**src/inc/ccu_defs.svh**
```systemverilog
`ifndef CCU_DEFS_SVH
`define CCU_DEFS_SVH

// Register indexes; byte address is four times the index
`define CCU_IDX_MODE      8'heb
`define CCU_IDX_CTRL      8'hf0
`define CCU_IDX_FLAG      8'hf2
`define CCU_IDX_PLL       8'hf6

// Reset values
`define CCU_MODE_RST      8'he0
`define CCU_CTRL_RST      8'h00
`define CCU_PLL_RST       8'h07
`define CCU_SLOW16_RST    1'b1

// Writable masks
`define CCU_CTRL_MASK     8'h8f
`define CCU_PLL_MASK      8'h37

// clock_mode fields
`define CCU_HALVER_BIT    5
`define CCU_PRS_MSB       4
`define CCU_PRS_LSB       2

// clock_control fields
`define CCU_IRQSEL_BIT    7
`define CCU_HALTRST_BIT   3
`define CCU_AUXSEL_BIT    2
`define CCU_WAITSEL_BIT   1
`define CCU_LPWAIT_BIT    0

// Flag register fields
`define CCU_OSCSTOP_BIT   4
`define CCU_SLOW16_BIT    3
`define CCU_AUXACT_BIT    2
`define CCU_LOCK_BIT      1
`define CCU_PLLSEL_BIT    0

// pll_config fields
`define CCU_MULT_MSB      5
`define CCU_MULT_LSB      4
`define CCU_DIV_MSB       2
`define CCU_DIV_LSB       0
`define CCU_DIV_OFF       3'h7

// Multiplier factors by code
`define CCU_MULT_C00      6'h0a
`define CCU_MULT_C01      6'h06
`define CCU_MULT_C10      6'h0e
`define CCU_MULT_C11      6'h08
`define CCU_ACC_MAX       6'h3f

// Divide-by-16 path, timing defaults in pclk cycles
`define CCU_DIV16_M1      4'hf
`define CCU_LOCK_CYCLES   1024
`define CCU_AUX_TIMEOUT   64

`endif

```
**src/inc/ccu_pkg.sv**
```systemverilog
package ccu_pkg;

  typedef enum logic [1:0] {
    SRC_REF  = 2'h0,
    SRC_PLL  = 2'h1,
    SRC_SLOW = 2'h3,
    SRC_AUX  = 2'h2
  } src_t;

  typedef enum logic [1:0] {
    MODE_RUN       = 2'h0,
    MODE_CORE_WAIT = 2'h1,
    MODE_LP_WAIT   = 2'h3,
    MODE_HALTED    = 2'h2
  } mode_t;

endpackage

```
**src/hdl/pll_clock_control_unit.sv**
```systemverilog
`timescale 1ns/1ps
`include "ccu_defs.svh"
module pll_clock_control_unit #(
  parameter int LOCK_CYCLES = `CCU_LOCK_CYCLES,
  parameter int AUX_TIMEOUT = `CCU_AUX_TIMEOUT
) (
  // Clock and reset
  input  wire logic        pclk,
  input  wire logic        presetn,
  // APB slave
  input  wire logic        psel,
  input  wire logic        penable,
  input  wire logic        pwrite,
  input  wire logic [11:0] paddr,
  input  wire logic [31:0] pwdata,
  input  wire logic [3:0]  pstrb,
  output logic      [31:0] prdata,
  output logic             pready,
  output logic             pslverr,
  // Pins
  input  wire logic        osc_clock,
  input  wire logic        aux_low_clock,
  input  wire logic        ext_irq_in,
  // Core events
  input  wire logic        wfi_exec,
  input  wire logic        halt_exec,
  input  wire logic        wake_event,
  input  wire logic        mem_wait,
  input  wire logic        bus_req,
  // Clock enables and status
  output logic             system_tick,
  output logic             peripheral_tick,
  output logic             core_tick,
  output logic             core_clock,
  output logic             pll_enable,
  output logic             osc_enable,
  output logic             irq_n,
  output logic             halt_reset_req,
  output logic             unit_off
);

  logic [7:0]     clock_mode;
  logic [7:0]     clock_control;
  logic [7:0]     pll_config;
  logic           osc_stop_enable;
  logic           slow16_n;
  logic           pll_clock_select;
  logic           aux_clock_active;
  ccu_pkg::mode_t mode;
  ccu_pkg::src_t  cur_src;
  ccu_pkg::src_t  next_src;
  logic           osc_s1, osc_s2, osc_s3;
  logic           aux_s1, aux_s2, aux_s3;
  logic           ext_s1, ext_s2;
  logic [15:0]    aux_gap;
  logic           aux_present;
  logic [5:0]     pll_acc;
  logic [5:0]     mult;
  logic [15:0]    lock_cnt;
  logic           pll_lock;
  logic           pll_on;
  logic           osc_run;
  logic           osc_tick, ref_tick, slow_tick, pll_raw, pll_tick, src_tick;
  logic           src_dead, switch_ok, core_in, core_pulse;
  logic           unit_event;
  logic           wr_en, rd_setup, addr_ok, cfg_wr;
  logic [7:0]     rd_data;
  logic [7:0]     wbyte;

  wire input_halver      = clock_mode[`CCU_HALVER_BIT];
  wire [2:0] core_prescale = clock_mode[`CCU_PRS_MSB:`CCU_PRS_LSB];
  wire irq_source_select = clock_control[`CCU_IRQSEL_BIT];
  wire halt_reset_enable = clock_control[`CCU_HALTRST_BIT];
  wire aux_clock_select  = clock_control[`CCU_AUXSEL_BIT];
  wire wait_clock_select = clock_control[`CCU_WAITSEL_BIT];
  wire lowpower_wait_en  = clock_control[`CCU_LPWAIT_BIT];
  wire [1:0] pll_mult_sel = pll_config[`CCU_MULT_MSB:`CCU_MULT_LSB];
  wire [2:0] pll_div_sel  = pll_config[`CCU_DIV_MSB:`CCU_DIV_LSB];
  wire lp_entry = (mode == ccu_pkg::MODE_RUN) && wfi_exec && lowpower_wait_en;

  // APB decode
  assign addr_ok  = (paddr[1:0] == 2'h0) &&
                    ((paddr[11:2] == {2'h0, `CCU_IDX_MODE}) || (paddr[11:2] == {2'h0, `CCU_IDX_CTRL}) ||
                     (paddr[11:2] == {2'h0, `CCU_IDX_FLAG}) || (paddr[11:2] == {2'h0, `CCU_IDX_PLL}));
  assign rd_setup = psel && !penable;
  assign wr_en    = psel && penable && pready && pwrite && !pslverr && pstrb[0];
  assign wbyte    = pwdata[7:0];
  assign cfg_wr   = wr_en && (paddr[11:2] == {2'h0, `CCU_IDX_PLL});

  always_comb
  begin
    rd_data = 8'h00;
    if (paddr[11:2] == {2'h0, `CCU_IDX_MODE})
      rd_data = clock_mode;
    else if (paddr[11:2] == {2'h0, `CCU_IDX_CTRL})
      rd_data = clock_control;
    else if (paddr[11:2] == {2'h0, `CCU_IDX_FLAG})
      rd_data = {3'h0, osc_stop_enable, slow16_n, aux_clock_active, pll_lock, pll_clock_select};
    else if (paddr[11:2] == {2'h0, `CCU_IDX_PLL})
      rd_data = pll_config;
  end

  // Zero-wait slave: answer in the access cycle
  always_ff @(posedge pclk or negedge presetn)
  begin
    if (!presetn)
    begin
      pready  <= 1'b0;
      pslverr <= 1'b0;
      prdata  <= 32'h0000_0000;
    end
    else
    begin
      pready  <= rd_setup;
      pslverr <= rd_setup && !addr_ok;
      if (rd_setup)
        prdata <= (addr_ok && !pwrite) ? {24'h00_0000, rd_data} : 32'h0000_0000;
    end
  end

  always_ff @(posedge pclk or negedge presetn)
  begin
    if (!presetn)
      clock_mode <= `CCU_MODE_RST;
    else if (wr_en && (paddr[11:2] == {2'h0, `CCU_IDX_MODE}))
      clock_mode <= wbyte;
  end

  // Hardware set of aux select on aux low-power wait wins over a software clear
  always_ff @(posedge pclk or negedge presetn)
  begin
    if (!presetn)
      clock_control <= `CCU_CTRL_RST;
    else
    begin
      if (wr_en && (paddr[11:2] == {2'h0, `CCU_IDX_CTRL}))
        clock_control <= wbyte & `CCU_CTRL_MASK;
      if (lp_entry && wait_clock_select && aux_present)
        clock_control[`CCU_AUXSEL_BIT] <= 1'b1;
    end
  end

  always_ff @(posedge pclk or negedge presetn)
  begin
    if (!presetn)
      pll_config <= `CCU_PLL_RST;
    else if (cfg_wr)
      pll_config <= wbyte & `CCU_PLL_MASK;
  end

  // Flag register
  always_ff @(posedge pclk or negedge presetn)
  begin
    if (!presetn)
    begin
      osc_stop_enable  <= 1'b0;
      slow16_n         <= `CCU_SLOW16_RST;
      pll_clock_select <= 1'b0;
    end
    else
    begin
      if (wr_en && (paddr[11:2] == {2'h0, `CCU_IDX_FLAG}))
      begin
        osc_stop_enable  <= wbyte[`CCU_OSCSTOP_BIT] && aux_clock_active;
        slow16_n         <= wbyte[`CCU_SLOW16_BIT];
        pll_clock_select <= wbyte[`CCU_PLLSEL_BIT];
      end
      if ((pll_div_sel == `CCU_DIV_OFF) || !osc_run || lp_entry || !slow16_n ||
          (cfg_wr && (wbyte[`CCU_DIV_MSB:`CCU_DIV_LSB] == `CCU_DIV_OFF)))
        pll_clock_select <= 1'b0;
    end
  end

  // Operating mode
  always_ff @(posedge pclk or negedge presetn)
  begin
    if (!presetn)
    begin
      mode           <= ccu_pkg::MODE_RUN;
      halt_reset_req <= 1'b0;
    end
    else
    begin
      halt_reset_req <= 1'b0;
      unique case (mode)
        ccu_pkg::MODE_RUN:
          if (halt_exec && halt_reset_enable)
            halt_reset_req <= 1'b1;
          else if (halt_exec)
            mode <= ccu_pkg::MODE_HALTED;
          else if (wfi_exec)
            mode <= lowpower_wait_en ? ccu_pkg::MODE_LP_WAIT : ccu_pkg::MODE_CORE_WAIT;
        ccu_pkg::MODE_CORE_WAIT, ccu_pkg::MODE_LP_WAIT:
          if (wake_event)
            mode <= ccu_pkg::MODE_RUN;
        ccu_pkg::MODE_HALTED:
          mode <= ccu_pkg::MODE_HALTED;
      endcase
    end
  end

  // Pin synchronisers, third stage only for edge detection
  always_ff @(posedge pclk or negedge presetn)
  begin
    if (!presetn)
    begin
      {osc_s1, osc_s2, osc_s3} <= 3'h0;
      {aux_s1, aux_s2, aux_s3} <= 3'h0;
      {ext_s1, ext_s2}         <= 2'h3;
    end
    else
    begin
      {osc_s1, osc_s2, osc_s3} <= {osc_clock, osc_s1, osc_s2};
      {aux_s1, aux_s2, aux_s3} <= {aux_low_clock, aux_s1, aux_s2};
      {ext_s1, ext_s2}         <= {ext_irq_in, ext_s1};
    end
  end

  // Aux clock presence: an edge seen within the timeout
  always_ff @(posedge pclk or negedge presetn)
  begin
    if (!presetn)
    begin
      aux_gap     <= 16'h0000;
      aux_present <= 1'b0;
    end
    else
    begin
      if (aux_s2 && !aux_s3)
        aux_gap <= 16'h0000;
      else if (aux_gap < 16'(AUX_TIMEOUT))
        aux_gap <= aux_gap + 16'h0001;
      aux_present <= aux_gap < 16'(AUX_TIMEOUT);
    end
  end

  always_ff @(posedge pclk or negedge presetn)
  begin
    if (!presetn)
      aux_clock_active <= 1'b0;
    else
      aux_clock_active <= aux_clock_select && aux_present;
  end

  // Oscillator and PLL enables
  assign osc_run = (mode != ccu_pkg::MODE_HALTED) &&
                   !(aux_clock_active && (osc_stop_enable ||
                     ((mode == ccu_pkg::MODE_LP_WAIT) && wait_clock_select)));
  assign pll_on  = (pll_div_sel != `CCU_DIV_OFF) && slow16_n && osc_run &&
                   (mode != ccu_pkg::MODE_LP_WAIT);

  always_ff @(posedge pclk or negedge presetn)
  begin
    if (!presetn)
    begin
      osc_enable <= 1'b1;
      pll_enable <= 1'b0;
      unit_off   <= 1'b0;
    end
    else
    begin
      osc_enable <= osc_run;
      pll_enable <= pll_on;
      unit_off   <= (mode == ccu_pkg::MODE_HALTED);
    end
  end

  // Reference and divide-by-16 paths
  assign osc_tick = osc_s2 && !osc_s3 && osc_enable;

  tick_divider #(.W(1)) u_halver (
    .pclk     (pclk),
    .presetn  (presetn),
    .in_tick  (osc_tick),
    .clear    (1'b0),
    .ratio_m1 (input_halver),
    .out_tick (ref_tick)
  );

  tick_divider #(.W(4)) u_slow16 (
    .pclk     (pclk),
    .presetn  (presetn),
    .in_tick  (ref_tick),
    .clear    (1'b0),
    .ratio_m1 (`CCU_DIV16_M1),
    .out_tick (slow_tick)
  );

  // PLL model: each ref edge adds mult output edges, drained one per pclk
  always_comb
  begin
    unique case (pll_mult_sel)
      2'h0: mult = `CCU_MULT_C00;
      2'h1: mult = `CCU_MULT_C01;
      2'h2: mult = `CCU_MULT_C10;
      2'h3: mult = `CCU_MULT_C11;
    endcase
  end

  assign pll_raw = pll_enable && (pll_acc != 6'h00);

  always_ff @(posedge pclk or negedge presetn)
  begin
    if (!presetn)
      pll_acc <= 6'h00;
    else if (!pll_enable)
      pll_acc <= 6'h00;
    else if (ref_tick)
      pll_acc <= (pll_acc > `CCU_ACC_MAX - mult) ? `CCU_ACC_MAX : 6'(pll_acc + mult - {5'h00, pll_raw});
    else if (pll_raw)
      pll_acc <= pll_acc - 6'h01;
  end

  tick_divider #(.W(3)) u_pll_div (
    .pclk     (pclk),
    .presetn  (presetn),
    .in_tick  (pll_raw),
    .clear    (!pll_enable),
    .ratio_m1 (pll_div_sel),
    .out_tick (pll_tick)
  );

  // Lock timer restarts on any PLL reconfiguration
  always_ff @(posedge pclk or negedge presetn)
  begin
    if (!presetn)
      lock_cnt <= 16'h0000;
    else if (!pll_on || cfg_wr)
      lock_cnt <= 16'h0000;
    else if (lock_cnt < 16'(LOCK_CYCLES))
      lock_cnt <= lock_cnt + 16'h0001;
  end

  assign pll_lock = pll_enable && (lock_cnt >= 16'(LOCK_CYCLES));

  // Source selection, aux overrides, slow path overrides PLL
  always_comb
  begin
    if (aux_clock_active)
      next_src = ccu_pkg::SRC_AUX;
    else if (!slow16_n || (mode == ccu_pkg::MODE_LP_WAIT))
      next_src = ccu_pkg::SRC_SLOW;
    else if (pll_clock_select && pll_lock)
      next_src = ccu_pkg::SRC_PLL;
    else
      next_src = ccu_pkg::SRC_REF;
  end

  always_comb
  begin
    unique case (cur_src)
      ccu_pkg::SRC_REF:  src_tick = ref_tick;
      ccu_pkg::SRC_PLL:  src_tick = pll_tick;
      ccu_pkg::SRC_SLOW: src_tick = slow_tick;
      ccu_pkg::SRC_AUX:  src_tick = aux_s2 && !aux_s3;
    endcase
  end

  assign src_dead  = (cur_src == ccu_pkg::SRC_AUX) ? !aux_present :
                     (!osc_enable || ((cur_src == ccu_pkg::SRC_PLL) && !pll_enable));
  assign switch_ok = src_tick || src_dead;

  always_ff @(posedge pclk or negedge presetn)
  begin
    if (!presetn)
      cur_src <= ccu_pkg::SRC_REF;
    else if (switch_ok)
      cur_src <= next_src;
  end

  // Entering or leaving a slow source, or oscillator restart
  assign unit_event = (switch_ok && (cur_src != next_src) &&
                       ((cur_src == ccu_pkg::SRC_AUX || cur_src == ccu_pkg::SRC_SLOW) !=
                        (next_src == ccu_pkg::SRC_AUX || next_src == ccu_pkg::SRC_SLOW))) ||
                      (osc_run && !osc_enable);

  always_ff @(posedge pclk or negedge presetn)
  begin
    if (!presetn)
      irq_n <= 1'b1;
    else
      irq_n <= irq_source_select ? !unit_event : ext_s2;
  end

  // Core prescaler
  assign core_in = src_tick && (mode == ccu_pkg::MODE_RUN) && !mem_wait && !bus_req;

  tick_divider #(.W(3)) u_core_div (
    .pclk     (pclk),
    .presetn  (presetn),
    .in_tick  (core_in),
    .clear    (1'b0),
    .ratio_m1 (core_prescale),
    .out_tick (core_pulse)
  );

  always_ff @(posedge pclk or negedge presetn)
  begin
    if (!presetn)
    begin
      system_tick     <= 1'b0;
      peripheral_tick <= 1'b0;
      core_tick       <= 1'b0;
      core_clock      <= 1'b1;
    end
    else
    begin
      system_tick     <= src_tick && (mode != ccu_pkg::MODE_HALTED);
      peripheral_tick <= src_tick && (mode != ccu_pkg::MODE_HALTED);
      core_tick       <= core_pulse;
      core_clock      <= !core_pulse;
    end
  end
endmodule

```
**src/hdl/tick_divider.sv**
```systemverilog
`timescale 1ns/1ps
module tick_divider #(
  parameter int W = 4
) (
  // Clock and reset
  input  wire logic         pclk,
  input  wire logic         presetn,
  // Ticks
  input  wire logic         in_tick,
  input  wire logic         clear,
  input  wire logic [W-1:0] ratio_m1,
  output logic              out_tick
);

  logic [W-1:0] cnt;

  assign out_tick = in_tick && (cnt >= ratio_m1);

  always_ff @(posedge pclk or negedge presetn)
  begin
    if (!presetn)
      cnt <= '0;
    else if (clear)
      cnt <= '0;
    else if (in_tick)
      cnt <= (cnt >= ratio_m1) ? '0 : W'(cnt + 1'b1);
  end

endmodule

```
**config.mk**
```make
export PLATFORM = sky130hd
export DESIGN_NAME = pll_clock_control_unit
export DESIGN_NICKNAME = d
export VERILOG_FILES = /design/src/inc/ccu_pkg.sv /design/src/hdl/pll_clock_control_unit.sv /design/src/hdl/tick_divider.sv
export VERILOG_INCLUDE_DIRS = /design/src /design/src/inc
export SDC_FILE = /design/constraint.sdc
export NUM_CORES = 1
export LEC_CHECK = 0
export BUFFER_PORTS_ARGS = -buffer_cell sky130_fd_sc_hd__buf_2
export CAP_MARGIN = 20
export CORE_MARGIN = 5
export CORE_UTILIZATION = 35
export CTS_BUF_LIST = sky130_fd_sc_hd__clkbuf_16
export CTS_CLUSTER_SIZE = 24
export DETAILED_ROUTE_END_ITERATION = 8
export SLEW_MARGIN = 10
export SYNTH_ARGS = -nofsm -noshare
export SYNTH_HDL_FRONTEND = slang
export SYNTH_HIERARCHICAL = 1
export SYNTH_SLANG_ARGS = --single-unit
```
**constraint.sdc**
```tcl
create_clock -name pclk -period 3.9 [get_ports pclk]
set_input_delay 0.585 -clock pclk [delete_from_list [all_inputs] [get_ports pclk]]
set_output_delay 0.585 -clock pclk [all_outputs]
set_load 0.05 [all_outputs]
```
==> flow_summary.ini <==
[synthesis]
synthTopCellsByArea = dfrtp_1 41%, ha_1 7.5%, dfstp_2 5.7%
yosys_warnings = 6
synth_top_area_cell = dfrtp_1
yosysUniqueCellTypes = 72
syn_avg_cell_area_sq_um = 10.27
postSynthCellCount = 538
async_reset_ff_share_pct = 100.0
yosysSeqAreaShare_pct = 46.45
synth_flop_cell = dfrtp_1
synth_edf_count = 0
synth.ff_latch_count = 102
synth_top_area_share_pct = 40.74
synth.cell_area_sq_mm = 0.005528

[setup_path]
slowest_stage = dfrtp_1
cp-start-kind = flop
critPathMaxFanout = 9
r2r-end = pll_acc[5]
worstSetupEndpointType = flop
crit_chain = inv_1 -> ha_1 -> nand2_1 -> o31a_1 -> ha_1 -> inv_1 -> ha_1 -> inv_1 -> fa_1 -> nand2b_1 -> a21oi_1 -> xor2_1 -> a21oi_1 -> a211o_1
worst_ep_arrival_time_ns = 3.35
crit_type = reg -> reg
r2r_start = pll_acc[0]
slowest_delay_ns = 0.41
required_ns = 4.13
r2r_slack_ns = 0.78
worstRegToRegCells = 14
crit_cells = 14
cp_num_buf_inv = 3
crit_family = adder cells

[floorplanning]
fp.dieH_um = 135.7
num_rows = 46
dieWidth_um = 135.7
coreArea_sq_mm = 0.01571
initial_utilization_pct = 35.18
io_pins = 104
die-area_sq_mm = 0.01841

[timing]
rsz0062_at_grt = no
slew_viol_final = 0
setup_viol = 0
finalCritPeriodShare_pct = 80.01
tns_ns = 0
fmax_mhz = 320.5
period_needed_ns = 3.121
finClkSkew_ns = 0.008559
slew-limit-headroom_pct = 53.56
tightest_slew_ns = 0.6965
holdWs_ns = 0.2255
final-hold-violation-count = 0

[placed_design]
dp.cells = 815
portBuffers = 52
gp_congestion = 0.8460
dpl.hpwl_um = 8499

[final_layout]
regArea_sq_mm = 0.002567
fillers = 1543
drive_above_1_share_pct = 19.19
multiInputGateArea_sq_mm = 0.002711
final_cells = 831
final_nets = 705
area_growth_pct = 14.44
antenna_cells = 0
layout_commonest_cell = dfrtp_1
final_util_pct = 40.26
final_cell_mix = 90 x dfrtp_1, 51 x buf_2, 47 x inv_1, 47 x nor2_1, 38 x conb_1

[clocking]
cts_resized = 0
cts.clk_slew.worst_paths_ns = 0.07
cts_sinks = 102
cts_root_buf = clkbuf_16
cts_buffers = 9
clk_path_buf_depth = 2
h-tree-depth = 3
clock_latency_ns = 0.35
cts_tree = yes
cts_setup_buffers = 0
cts_hold_buffers = 0

[global_routing]
grt_pass1_vias = 4029
grt_usage_pct = 12.72
antenna_found_initial = 0
grt_max_degree = 47
grt_pass1_wl_um = 19080
grt_remaining_overflow = 0

[pwr]
peakVddDrop_v = 0.0001980
p_leak_nw = 2.949
total_power_mw = 2.203
power_density_mw_per_mm2 = 348.2

[routing]
vias = 3920
first_iter_violations = 247
wl_per_cell_um = 13.38
antenna_left = 0
drc = 0
wl_um = 11120
firstDrtPassIters = 4
viasPerCell = 4.717

[run_status]
status = finished, final reports clean

[worst_hold_path]
hold_path_class = in -> async

[job]
maxCapViolCount = 0
-- worst max path at each step --
stage / startpoint / endpoint / slack [ns]
2_1_floorplan: osc_enable / u_core_div/cnt[2] / 0.96
3_3_place_gp: pll_acc[0] / pll_acc[5] / 0.86
3_5_place_dp: pll_acc[0] / pll_acc[5] / 0.80
4_1_cts: pll_acc[0] / pll_acc[5] / 0.78
5_1_grt: pll_acc[0] / pll_acc[5] / 0.61
6_report: pll_acc[0] / pll_acc[5] / 0.78
-- report_power, final --
part / switching [mW] / internal (mW)
logic: 0.122 / 0.0435
registers: 0.0190 / 1.08
clock network: 0.425 / 0.513
total: 0.567 / 1.64
-- final cells by class --
class	count	share of cell area, %
Sequential cell	102	40.59
Inverter	47	2.789
Timing Repair Buffer	55	4.509
Clock buffer	9	3.560
Multi-Input combinational cell	395	42.86
Clock inverter	7	1.424
Tap cell	216	4.272
-- synth_stat cells (all sizes together) (4+ instances only) --
master and count:
dfrtp 90, nor2 49, inv 47, ha 33
buf 27, o21ai 27, nand2 26, a21oi 22
mux2 17, nand2b 17, and2 14, dfstp 12
xor2 11, mux2i 10, nand3 10, nand4 10
xnor2 10, nor2b 8, nor3 8, a31oi 6
a22o 5, nand3b 5, nor4 5, or3 5
a21boi 4, a21o 4, and3 4
-- per-layer routing --
| metal | vias to the layer above | wire [um] | track usage, % |
|---|---|---|---|
| li1 | 1953 | - | - |
| met1 | 1892 | 4909 | 16.42 |
| met2 | 64 | 5579 | 21.52 |
| met3 | 11 | 488 | 2.786 |
| met4 | 0 | 140 | 3.639 |
| met5 | - | 0 | 0 |
-- stage by stage --
| stage | instance area (sq um) | setup WS, ns |
|---|---|---|
| after global placement | 6011 | 0.8559 |
| after global routing | 6326 | 0.6094 |
| after CTS | 6326 | 0.7773 |
| final | 6326 | 0.7795 |
| after detailed placement | 6011 | 0.8016 |
| after floorplan | 5663 | 0.9550 |
-- state kept, by name (all words and copies together) (netlist names), 2 cells and up --
register / cells
aux_gap: 16
prdata: 8
mode: 2
pll_config: 5
lock_cnt: 16
u_core_div/cnt: 3
u_slow16/cnt: 4
clock_control: 5
clock_mode: 8
cur_src: 2
pll_acc: 6
u_pll_div/cnt: 3
-- cells by family (layout without fill, tap and decap cells) --
| kind of cell | count (synthesis) | count (layout) | synth area share, % |
|---|---|---|---|
| buffers and inverters | 77 | 118 | 6.949 |
| DFF | 102 | 102 | 46.45 |
| and+or+nand+nor | 175 | 175 | 17.41 |
| muxes | 27 | 27 | 5.274 |
| xor gates and xnor gates | 21 | 21 | 3.327 |
| adders and majority gates | 34 | 34 | 7.832 |
| AOI/OAI and AO/OA | 100 | 100 | 12.63 |
| other | 2 | 38 | 0.1359 |
Power figures use the tool's default switching activity.
